<file path="src/hdl/swgc_pkg.sv">
// constants for the switch global control register pair
package swgc_pkg;

  // register offsets on the management port
  localparam logic [7:0] GC_ZERO_OFS = 8'h02;
  localparam logic [7:0] GC_ONE_OFS = 8'h03;

  // global control zero fields
  localparam int GC0_ALT_BACKOFF_BIT = 7;
  localparam int GC0_RSVD6_BIT = 6;
  localparam int GC0_FLUSH_DYN_BIT = 5;
  localparam int GC0_FLUSH_STA_BIT = 4;
  localparam int GC0_RSVD3_BIT = 3;
  localparam int GC0_RSVD2_BIT = 2;
  localparam int GC0_PAUSE_MODE_BIT = 1;
  localparam int GC0_LINK_AGE_BIT = 0;

  // global control one fields held here
  localparam int GC1_FWD_ERR_BIT = 7;
  localparam int GC1_HUGE_BIT = 6;

  // values after reset
  localparam logic RST_ALT_BACKOFF = 1'b0;
  localparam logic RST_PAUSE_MODE = 1'b0;
  localparam logic RST_LINK_AGE = 1'b0;
  localparam logic RST_FWD_ERR = 1'b0;
  localparam logic RST_HUGE = 1'b0;
  localparam logic [3:0] RST_GC1_LOW = 4'h0;
  // reserved bits of global control zero: 6 reads 0, 3 and 2 read 1
  localparam logic RSVD6_VAL = 1'b0;
  localparam logic RSVD32_VAL = 1'b1;

  // frame filtering
  localparam logic [15:0] PAUSE_TYPE_LEN = 16'h8808;
  localparam logic [47:0] PAUSE_DA = 48'h0180C2000001;
  localparam logic [11:0] HUGE_MAX_LEN = 12'h800;
  localparam logic [11:0] STD_MAX_LEN = 12'h600;

  // address tables
  localparam int NUM_PORTS = 4;
  localparam int TBL_IDX_W = 10;
  localparam logic [9:0] DYN_TBL_LAST = 10'h3FF;
  localparam logic [9:0] STA_TBL_LAST = 10'h01F;

  // aging timing
  localparam longint CLK_HZ = 100_000_000;
  localparam longint FAST_AGE_MAX_US = 800;
  localparam longint NORM_AGE_S = 300;
  localparam longint NORM_AGE_TOL_S = 75;
  localparam longint FAST_AGE_CYC = FAST_AGE_MAX_US * CLK_HZ / 1_000_000;
  localparam longint NORM_AGE_CYC = NORM_AGE_S * CLK_HZ;
  localparam int AGE_CNT_W = 36;

endpackage

</file>
<file path="src/hdl/swgc_age_timer.sv">
// aging period timer with link loss fast aging
`timescale 1ns/1ps
module swgc_age_timer
  import swgc_pkg::*;
#(
  parameter logic [35:0] FAST_CYC = 36'(FAST_AGE_CYC),
  parameter logic [35:0] NORM_CYC = 36'(NORM_AGE_CYC)
) (
  // clock and reset
  input wire logic clk_sys_i,
  input wire logic srst_i,
  // control
  input wire logic link_age_en_i,
  input wire logic [3:0] link_up_i,
  input wire logic age_pass_done_i,
  // to the aging engine
  output logic age_start_o,
  output logic fast_age_o
);

  typedef struct packed {
    logic [3:0] link_q;
    logic [AGE_CNT_W-1:0] cnt;
    logic fast;
    logic start;
  } age_s;

  age_s st_r;
  age_s st_nxt;
  logic link_fall;

  always_comb begin
    st_nxt = st_r;
    st_nxt.link_q = link_up_i;
    st_nxt.start = 1'b0;
    link_fall = |(st_r.link_q & ~link_up_i);
    if (link_age_en_i && link_fall) begin
      // any port lost: age every learned address in one fast pass
      st_nxt.fast = 1'b1;
      st_nxt.start = 1'b1;
      st_nxt.cnt = '0;
    end else if (st_r.fast) begin
      // the pass is cut off at the deadline even if the engine is slow
      if (age_pass_done_i || st_r.cnt == FAST_CYC - 36'h1) begin
        st_nxt.fast = 1'b0;
        st_nxt.cnt = '0;
      end else begin
        st_nxt.cnt = st_r.cnt + 36'h1;
      end
    end else if (st_r.cnt == NORM_CYC - 36'h1) begin
      // nominal period sits inside the allowed tolerance
      st_nxt.cnt = '0;
      st_nxt.start = 1'b1;
    end else begin
      st_nxt.cnt = st_r.cnt + 36'h1;
    end
  end

  always_ff @(posedge clk_sys_i) begin
    if (srst_i) begin
      st_r <= '0;
    end else begin
      st_r <= st_nxt;
    end
  end

  assign age_start_o = st_r.start;
  assign fast_age_o = st_r.fast;

endmodule

</file>
<file path="src/hdl/swgc_regs.sv">
// switch global control registers zero and one with flush and filters
`timescale 1ns/1ps
// Notes on behaviour
// bit 7 selects alternate collision back-off
// writing dynamic flush bit starts learned-entry flush
// dynamic flush removes entries of learning-off ports
// writing static flush bit starts static-entry flush
// static match: unicast, single port, learning off
// pause mode drops 0x8808 or reserved pause DA
// pause mode clear drops flow-control frames only
// link loss starts fast aging under 800us
// after fast pass return to 300s aging
// unplugged port ages out all learned addresses
// forward errored frames bit passes bad frames
// bit 6 enables frames up to 2K bytes
// flush bits read one while walk runs
module swgc_regs
  import swgc_pkg::*;
#(
  parameter logic [35:0] FAST_CYC = 36'(FAST_AGE_CYC),
  parameter logic [35:0] NORM_CYC = 36'(NORM_AGE_CYC)
) (
  // clock and reset
  input wire logic clk_sys_i,
  input wire logic srst_i,
  // management register port
  input wire logic [7:0] reg_addr_i,
  input wire logic reg_wr_i,
  input wire logic reg_rd_i,
  input wire logic [7:0] reg_wdata_i,
  output logic [7:0] reg_rdata_o,
  output logic reg_rvalid_o,
  // mode outputs to the macs and forwarding logic
  output logic alt_backoff_o,
  output logic pause_filter_mode_o,
  output logic fwd_err_frames_o,
  output logic huge_frame_en_o,
  output logic [3:0] gc1_low_o,
  // per port status
  input wire logic [3:0] learn_dis_i,
  input wire logic [3:0] link_up_i,
  // address table walk
  output logic tbl_rd_o,
  output logic tbl_del_o,
  output logic tbl_static_o,
  output logic [TBL_IDX_W-1:0] tbl_idx_o,
  input wire logic ent_valid_i,
  input wire logic [1:0] ent_port_i,
  input wire logic [3:0] ent_fwd_mask_i,
  input wire logic ent_group_i,
  // aging engine
  input wire logic age_pass_done_i,
  output logic age_start_o,
  output logic fast_age_o,
  // frame check
  input wire logic frm_chk_i,
  input wire logic [15:0] frm_type_len_i,
  input wire logic [47:0] frm_da_i,
  input wire logic frm_fc_i,
  input wire logic frm_bad_i,
  input wire logic [11:0] frm_len_i,
  output logic frm_drop_o,
  output logic frm_drop_v_o
);

  typedef enum logic [1:0] {
    FL_IDLE,
    FL_READ,
    FL_CHECK,
    FL_DEL
  } flush_state_e;

  typedef struct packed {
    logic alt_backoff;
    logic pause_mode;
    logic link_age;
    logic fwd_err;
    logic huge;
    logic [3:0] gc1_low;
    logic dyn_pend;
    logic sta_pend;
    flush_state_e fst;
    logic cur_static;
    logic [TBL_IDX_W-1:0] idx;
    logic [7:0] rdata;
    logic rvalid;
    logic drop;
    logic drop_v;
  } regs_s;

  regs_s st_r;
  regs_s st_nxt;

  ////////////////////////////////////////////////////////////////////////
  // helpers

  function automatic logic one_hot4(input logic [3:0] m);
    one_hot4 = (m != 4'h0) && ((m & (m - 4'h1)) == 4'h0);
  endfunction

  function automatic logic ent_match(input logic is_static,
                                     input logic valid,
                                     input logic [1:0] port,
                                     input logic [3:0] mask,
                                     input logic group,
                                     input logic [3:0] ldis);
    if (!valid) begin
      ent_match = 1'b0;
    end else if (is_static) begin
      ent_match = !group && one_hot4(mask) && ((mask & ldis) != 4'h0);
    end else begin
      ent_match = ldis[port];
    end
  endfunction

  function automatic logic frame_drop(input logic pmode,
                                      input logic fwd_err,
                                      input logic huge,
                                      input logic [15:0] tl,
                                      input logic [47:0] da,
                                      input logic fc,
                                      input logic bad,
                                      input logic [11:0] len);
    logic pause_hit;
    logic too_long;
    pause_hit = pmode ? (tl == PAUSE_TYPE_LEN || da == PAUSE_DA)
                      : fc;
    // the limit compare is strict: a frame of exactly the limit passes
    too_long = huge ? (len > HUGE_MAX_LEN) : (len > STD_MAX_LEN);
    // bad frames pass only in debug mode, meant for use with mirroring
    frame_drop = pause_hit || too_long || (bad && !fwd_err);
  endfunction

  ////////////////////////////////////////////////////////////////////////
  // register file and flush walker

  logic wr_gc0;
  logic wr_gc1;
  logic last_idx;
  logic hit;

  always_comb begin
    st_nxt = st_r;
    st_nxt.rvalid = 1'b0;
    st_nxt.drop_v = 1'b0;
    wr_gc0 = reg_wr_i && reg_addr_i == GC_ZERO_OFS;
    wr_gc1 = reg_wr_i && reg_addr_i == GC_ONE_OFS;
    last_idx = st_r.idx == (st_r.cur_static ? STA_TBL_LAST : DYN_TBL_LAST);
    hit = ent_match(st_r.cur_static, ent_valid_i, ent_port_i,
                    ent_fwd_mask_i, ent_group_i, learn_dis_i);

    if (wr_gc0) begin
      st_nxt.alt_backoff = reg_wdata_i[GC0_ALT_BACKOFF_BIT];
      st_nxt.pause_mode = reg_wdata_i[GC0_PAUSE_MODE_BIT];
      st_nxt.link_age = reg_wdata_i[GC0_LINK_AGE_BIT];
    end
    // bits 5:4 of global control one live in another block and are not
    // held here; they read back as zero
    if (wr_gc1) begin
      st_nxt.fwd_err = reg_wdata_i[GC1_FWD_ERR_BIT];
      st_nxt.huge = reg_wdata_i[GC1_HUGE_BIT];
      st_nxt.gc1_low = reg_wdata_i[3:0];
    end

    // table walk: one read, one check, an optional delete per entry
    unique case (st_r.fst)
      FL_IDLE: begin
        if (st_r.dyn_pend) begin
          st_nxt.fst = FL_READ;
          st_nxt.cur_static = 1'b0;
          st_nxt.idx = '0;
        end else if (st_r.sta_pend) begin
          st_nxt.fst = FL_READ;
          st_nxt.cur_static = 1'b1;
          st_nxt.idx = '0;
        end
      end
      FL_READ: begin
        st_nxt.fst = FL_CHECK;
      end
      FL_CHECK, FL_DEL: begin
        if (st_r.fst == FL_CHECK && hit) begin
          st_nxt.fst = FL_DEL;
        end else if (last_idx) begin
          st_nxt.fst = FL_IDLE;
          if (st_r.cur_static) begin
            st_nxt.sta_pend = 1'b0;
          end else begin
            st_nxt.dyn_pend = 1'b0;
          end
        end else begin
          st_nxt.fst = FL_READ;
          st_nxt.idx = st_r.idx + 10'h001;
        end
      end
    endcase

    // a new trigger wins over the end of the walk; a trigger while the
    // same walk runs merges into it rather than restarting it
    if (wr_gc0 && reg_wdata_i[GC0_FLUSH_DYN_BIT]) begin
      st_nxt.dyn_pend = 1'b1;
    end
    if (wr_gc0 && reg_wdata_i[GC0_FLUSH_STA_BIT]) begin
      st_nxt.sta_pend = 1'b1;
    end

    // a read samples the registers as they stand before this edge, so a
    // write in the same cycle shows up on the next read only
    if (reg_rd_i) begin
      st_nxt.rvalid = 1'b1;
      // other offsets belong to neighbouring register blocks
      st_nxt.rdata = 8'h00;
      case (reg_addr_i)
        GC_ZERO_OFS: begin
          st_nxt.rdata[GC0_ALT_BACKOFF_BIT] = st_r.alt_backoff;
          st_nxt.rdata[GC0_RSVD6_BIT] = RSVD6_VAL;
          st_nxt.rdata[GC0_FLUSH_DYN_BIT] = st_r.dyn_pend;
          st_nxt.rdata[GC0_FLUSH_STA_BIT] = st_r.sta_pend;
          st_nxt.rdata[GC0_RSVD3_BIT] = RSVD32_VAL;
          st_nxt.rdata[GC0_RSVD2_BIT] = RSVD32_VAL;
          st_nxt.rdata[GC0_PAUSE_MODE_BIT] = st_r.pause_mode;
          st_nxt.rdata[GC0_LINK_AGE_BIT] = st_r.link_age;
        end
        GC_ONE_OFS: begin
          st_nxt.rdata[GC1_FWD_ERR_BIT] = st_r.fwd_err;
          st_nxt.rdata[GC1_HUGE_BIT] = st_r.huge;
          st_nxt.rdata[3:0] = st_r.gc1_low;
        end
        default: begin
          st_nxt.rdata = 8'h00;
        end
      endcase
    end

    if (frm_chk_i) begin
      st_nxt.drop_v = 1'b1;
      st_nxt.drop = frame_drop(st_r.pause_mode, st_r.fwd_err, st_r.huge,
                               frm_type_len_i, frm_da_i, frm_fc_i,
                               frm_bad_i, frm_len_i);
    end
  end

  always_ff @(posedge clk_sys_i) begin
    if (srst_i) begin
      st_r <= '0;
      st_r.alt_backoff <= RST_ALT_BACKOFF;
      st_r.pause_mode <= RST_PAUSE_MODE;
      st_r.link_age <= RST_LINK_AGE;
      st_r.fwd_err <= RST_FWD_ERR;
      st_r.huge <= RST_HUGE;
      st_r.gc1_low <= RST_GC1_LOW;
      st_r.fst <= FL_IDLE;
    end else begin
      st_r <= st_nxt;
    end
  end

  ////////////////////////////////////////////////////////////////////////
  // outputs

  assign reg_rdata_o = st_r.rdata;
  assign reg_rvalid_o = st_r.rvalid;
  assign alt_backoff_o = st_r.alt_backoff;
  assign pause_filter_mode_o = st_r.pause_mode;
  assign fwd_err_frames_o = st_r.fwd_err;
  assign huge_frame_en_o = st_r.huge;
  assign gc1_low_o = st_r.gc1_low;
  // walk strobes decode straight from the state so the table sees them in
  // the very cycle the index is presented
  assign tbl_rd_o = st_r.fst == FL_READ;
  assign tbl_del_o = st_r.fst == FL_DEL;
  assign tbl_static_o = st_r.cur_static;
  assign tbl_idx_o = st_r.idx;
  assign frm_drop_o = st_r.drop;
  assign frm_drop_v_o = st_r.drop_v;

  // link losses reach the timer only while the enable bit is set; the
  // timer itself keeps the edge history so no false fall follows reset
  swgc_age_timer #(
    .FAST_CYC(FAST_CYC),
    .NORM_CYC(NORM_CYC)
  ) u_age (
    .clk_sys_i(clk_sys_i),
    .srst_i(srst_i),
    .link_age_en_i(st_r.link_age),
    .link_up_i(link_up_i),
    .age_pass_done_i(age_pass_done_i),
    .age_start_o(age_start_o),
    .fast_age_o(fast_age_o)
  );

endmodule

</file>
<file path="config.mk">
export PLATFORM = sky130hd
export DESIGN_NAME = swgc_regs
export DESIGN_NICKNAME = d
export VERILOG_FILES = /design/src/hdl/swgc_pkg.sv /design/src/hdl/swgc_age_timer.sv /design/src/hdl/swgc_regs.sv
export SDC_FILE = /design/constraint.sdc
export NUM_CORES = 1
export LEC_CHECK = 0
export BUFFER_PORTS_ARGS = -buffer_cell sky130_fd_sc_hd__buf_2
export CAP_MARGIN = 20
export CORE_ASPECT_RATIO = 1.4
export CORE_MARGIN = 2
export CORE_UTILIZATION = 30
export CTS_CLUSTER_SIZE = 8
export DETAILED_ROUTE_END_ITERATION = 6
export PLACE_DENSITY_LB_ADDON = 0.05
export SETUP_SLACK_MARGIN = 0.3
export SLEW_MARGIN = 5
export SYNTH_ARGS = -nofsm -noshare
export SYNTH_HDL_FRONTEND = slang
export SYNTH_SLANG_ARGS = --single-unit
</file>
<file path="constraint.sdc">
create_clock -name clk_sys_i -period 1.9 [get_ports clk_sys_i]
set_input_delay 0.285 -clock clk_sys_i [delete_from_list [all_inputs] [get_ports clk_sys_i]]
set_output_delay 0.285 -clock clk_sys_i [all_outputs]
set_load 0.005 [all_outputs]
</file>
==> impl_metrics.json <==
{
  "p_seq_share_pct": 42.4,
  "drtPass1Iterations": 4,
  "seq_area_frac_synth_pct": 38.3,
  "fp.dieArea_um2": 14400,
  "hold_violations": 0,
  "fin_hold_ws_ns": 0.182,
  "synth_top_area_share_pct": 38.3,
  "cp.depth": 9,
  "dp_hpwl_um": 9450,
  "leakage_nw": 2.51,
  "finalCritPeriodShare_pct": 97.0,
  "drive_above_1_share_pct": 49.9,
  "antenna_found_initial": 1,
  "synth_top_cell_by_area": "dfxtp_1",
  "multi_input_area_um2": 2550,
  "powerDensity_nw_per_um2": 618,
  "fin_skew_ns": 0.00344,
  "status": "complete, no violations",
  "critPathSlowestCell": "or4_4",
  "p_clk_share_pct": 49.0,
  "area_growth_pct": 54.6,
  "synthCells": 478,
  "grt_usage_pct": 17.6,
  "wire_per_inst_um": 15.0,
  "synth_common_cells": "77 x dfxtp_1, 53 x nor2_1, 36 x nand2_1",
  "slew_viol_final": 0,
  "core-area_um2": 13300,
  "drc": 0,
  "crit_path_start_kind": "flip-flop",
  "p_int_mw": 3.02,
  "cp_max_fo": 3,
  "fp-row-count": 50,
  "peakVddDrop_mv": 0.456,
  "reg2reg_slack_ns": 0.06,
  "routed_wl_um": 13000,
  "reg2reg_from": "u_age.st_r[32]",
  "worstPathArrival_ns": 2.12,
  "die_h_um": 141,
  "htree_levels": 3,
  "numPortBuffers": 149,
  "worstHoldPathCells": 2,
  "worstSetupPathType": "flip-flop to flip-flop",
  "synth_seq_cells": 77,
  "fill_cells": 1347,
  "hp-class": "input pin to flip-flop",
  "cts_buffers": 9,
  "syn-cell-area_um2": 4030,
  "r2r-end": "u_age.age_start_o",
  "synth_area_leaders": "dfxtp_1 38%, xnor2_1 5.0%, nor2_1 4.9%",
  "place_congestion": 0.929,
  "instances_no_fill": 866,
  "placed_cells": 826,
  "worst_pin_slew_ns": 0.562,
  "rsz0062_at_grt": "yes",
  "critPathTopFamily": "simple AND/OR/NAND/NOR gates",
  "end_kind": "flip-flop",
  "swShare_pct": 21.4,
  "avgSynthCellArea_um2": 8.43,
  "gr-total-overflow": 0,
  "antenna_left": 0,
  "synth_nets": 596,
  "critPathMaxStageDelay_ns": 0.52,
  "grt_pass1_vias": 4133,
  "fin_util_pct": 47.0,
  "boundaryPins": 150,
  "path_buf_inv": 5,
  "cts_tree": "yes",
  "seqCellArea_um2": 1600,
  "fin_crit_ns": 1.84,
  "grt_pass1_wl_um": 19900,
  "clock_latency_ns": 0.33,
  "min_to": "u_age.st_r[40]",
  "yosysMostFrequentCell": "dfxtp_1",
  "path_cells": "nand4_1 > or4_4 > o31ai_4 > buf_4 > buf_6 > buf_6 > buf_6 > buf_6 > nor2b_4",
  "crit_top_cell": "buf_6",
  "synth_top_flop_cell": "dfxtp_1",
  "setup_violations": 0,
  "drt-vias-per-instance": 4.91,
  "reg2reg_depth": 9,
  "clockBufferDepth": 2,
  "root_buffer": "clkbuf_16",
  "min-delay-start": "link_up_i[2]",
  "cp_data_required_time_ns": 2.18,
  "max-slew-margin-rel_pct": 61.5,
  "async_reset_ff_share_pct": 0,
  "drtIter0Drc": 130,
  "initial_utilization_pct": 30.4,
  "die_w_um": 102,
  "cap_violations": 0,
  "synth_edf_count": 0,
  "fin_nets": 796,
  "p_switching_uw": 825,
  "vias": 4256,
  "grt_start_max_net_pins": 20,
  "cts.clk_slew.worst_paths_ns": 0.06,
  "yosys_warnings": 0,
  "fmax_mhz": 543,
  "combPwrFrac_pct": 8.6,
  "cts_num_sinks": 77,
  "synth_cell_types": 58
}
-- final cells by class --
class,count,share of cell area [%]
repair buffers,228,23.8
diodes,1,0.0402
well taps,182,3.66
multi-input cells,352,40.9
clock buffers,12,4.12
inverters,10,0.603
clock inverters,4,1.13
flip-flops and latches,77,25.7
-- registers in the layout, indices dropped and copies added, names as in the netlist --
register	count
u_age.st_r	40
tbl_idx_o	10
reg_rdata_o	8
st_r	5
gc1_low_o	4
alt_backoff_o	1
frm_drop_o	1
frm_drop_v_o	1
fwd_err_frames_o	1
huge_frame_en_o	1
pause_filter_mode_o	1
reg_rvalid_o	1
tbl_static_o	1
u_age.age_start_o	1
u_age.fast_age_o	1
-- worst max path at each step --
stage                startpoint                end  slack (ns)
2_1_floorplan  u_age.fast_age_o      u_age.st_r[4]        0.13
3_3_place_gp     u_age.st_r[32]     u_age.st_r[28]       -0.11
5_1_grt          u_age.st_r[32]     u_age.st_r[23]      -0.002
6_report         u_age.st_r[32]  u_age.age_start_o        0.06
4_1_cts          u_age.st_r[14]     u_age.st_r[30]       0.007
3_5_place_dp     u_age.st_r[32]     u_age.st_r[28]       -0.13
-- placed cells by master (no fill, tap or decap), types with 11 or more instances in the layout --
master / instances
buf_2: 149
buf_4: 63
dfxtp_1: 48
nor2_1: 46
nand2_1: 33
nand3_1: 28
a21oi_1: 23
xnor2_1: 23
dfxtp_2: 19
nand4_1: 15
nor4_1: 13
nor3_1: 13
nor2b_1: 11
-- timing repair --
action                                  CTS  global route
hold endpoints to repair                  0             0
hold buffers                              0             0
pin swaps                                21            20
resized for setup                        44            48
setup buffers                            15             4
gates cloned                              3             1
endpoints found under the setup margin   51            52
-- power by group through the flow --
stage	clock (mW)	combinational, mW	sequential, mW
2_1_floorplan	0	0.114	1.68
3_3_place_gp	0	0.283	1.68
3_5_place_dp	0	0.285	1.68
4_1_cts	1.93	0.322	1.63
5_1_grt	2.00	0.360	1.63
6_report	1.89	0.332	1.63
-- metal layers --
layer  track usage, %  vias to the layer above  share of wire, %
li1                 -                     2132                 -
met1             21.6                     1997                43
met2             30.4                      106                51
met3             2.03                       21               4.0
met4             7.65                        0               2.2
met5                0                        -                 0
-- metrics by stage --
stage / total power, mW / instance area [µm²] / worst slack (ns) / setup TNS [ns]
detailed placement: 1.96 / 5290 / -0.129 / -4.07
global placement: 1.96 / 5290 / -0.112 / -3.42
finish: 3.85 / 6230 / 0.0579 / 0
global route: 3.99 / 6230 / -0.00212 / -0.00223
CTS: 3.89 / 5970 / 0.00678 / 0
floorplan: 1.80 / 4170 / 0.133 / 0
-- kinds of logic (layout without fill, tap and decap cells) --
family | count (synthesis) | in the layout | synth area share (%)
AND/OR/NAND/NOR | 241 | 241 | 33.1
flip-flops | 77 | 77 | 38.3
AO/OA/AOI/OAI | 76 | 76 | 12.8
buffers and inverters | 49 | 254 | 7.61
XOR/XNOR | 30 | 30 | 6.52
multiplexers | 3 | 3 | 1.06
adder cells (fa/ha/maj) | 2 | 2 | 0.621
other | 0 | 1 | 0
No activity file was read; power rests on OpenSTA's default activity.
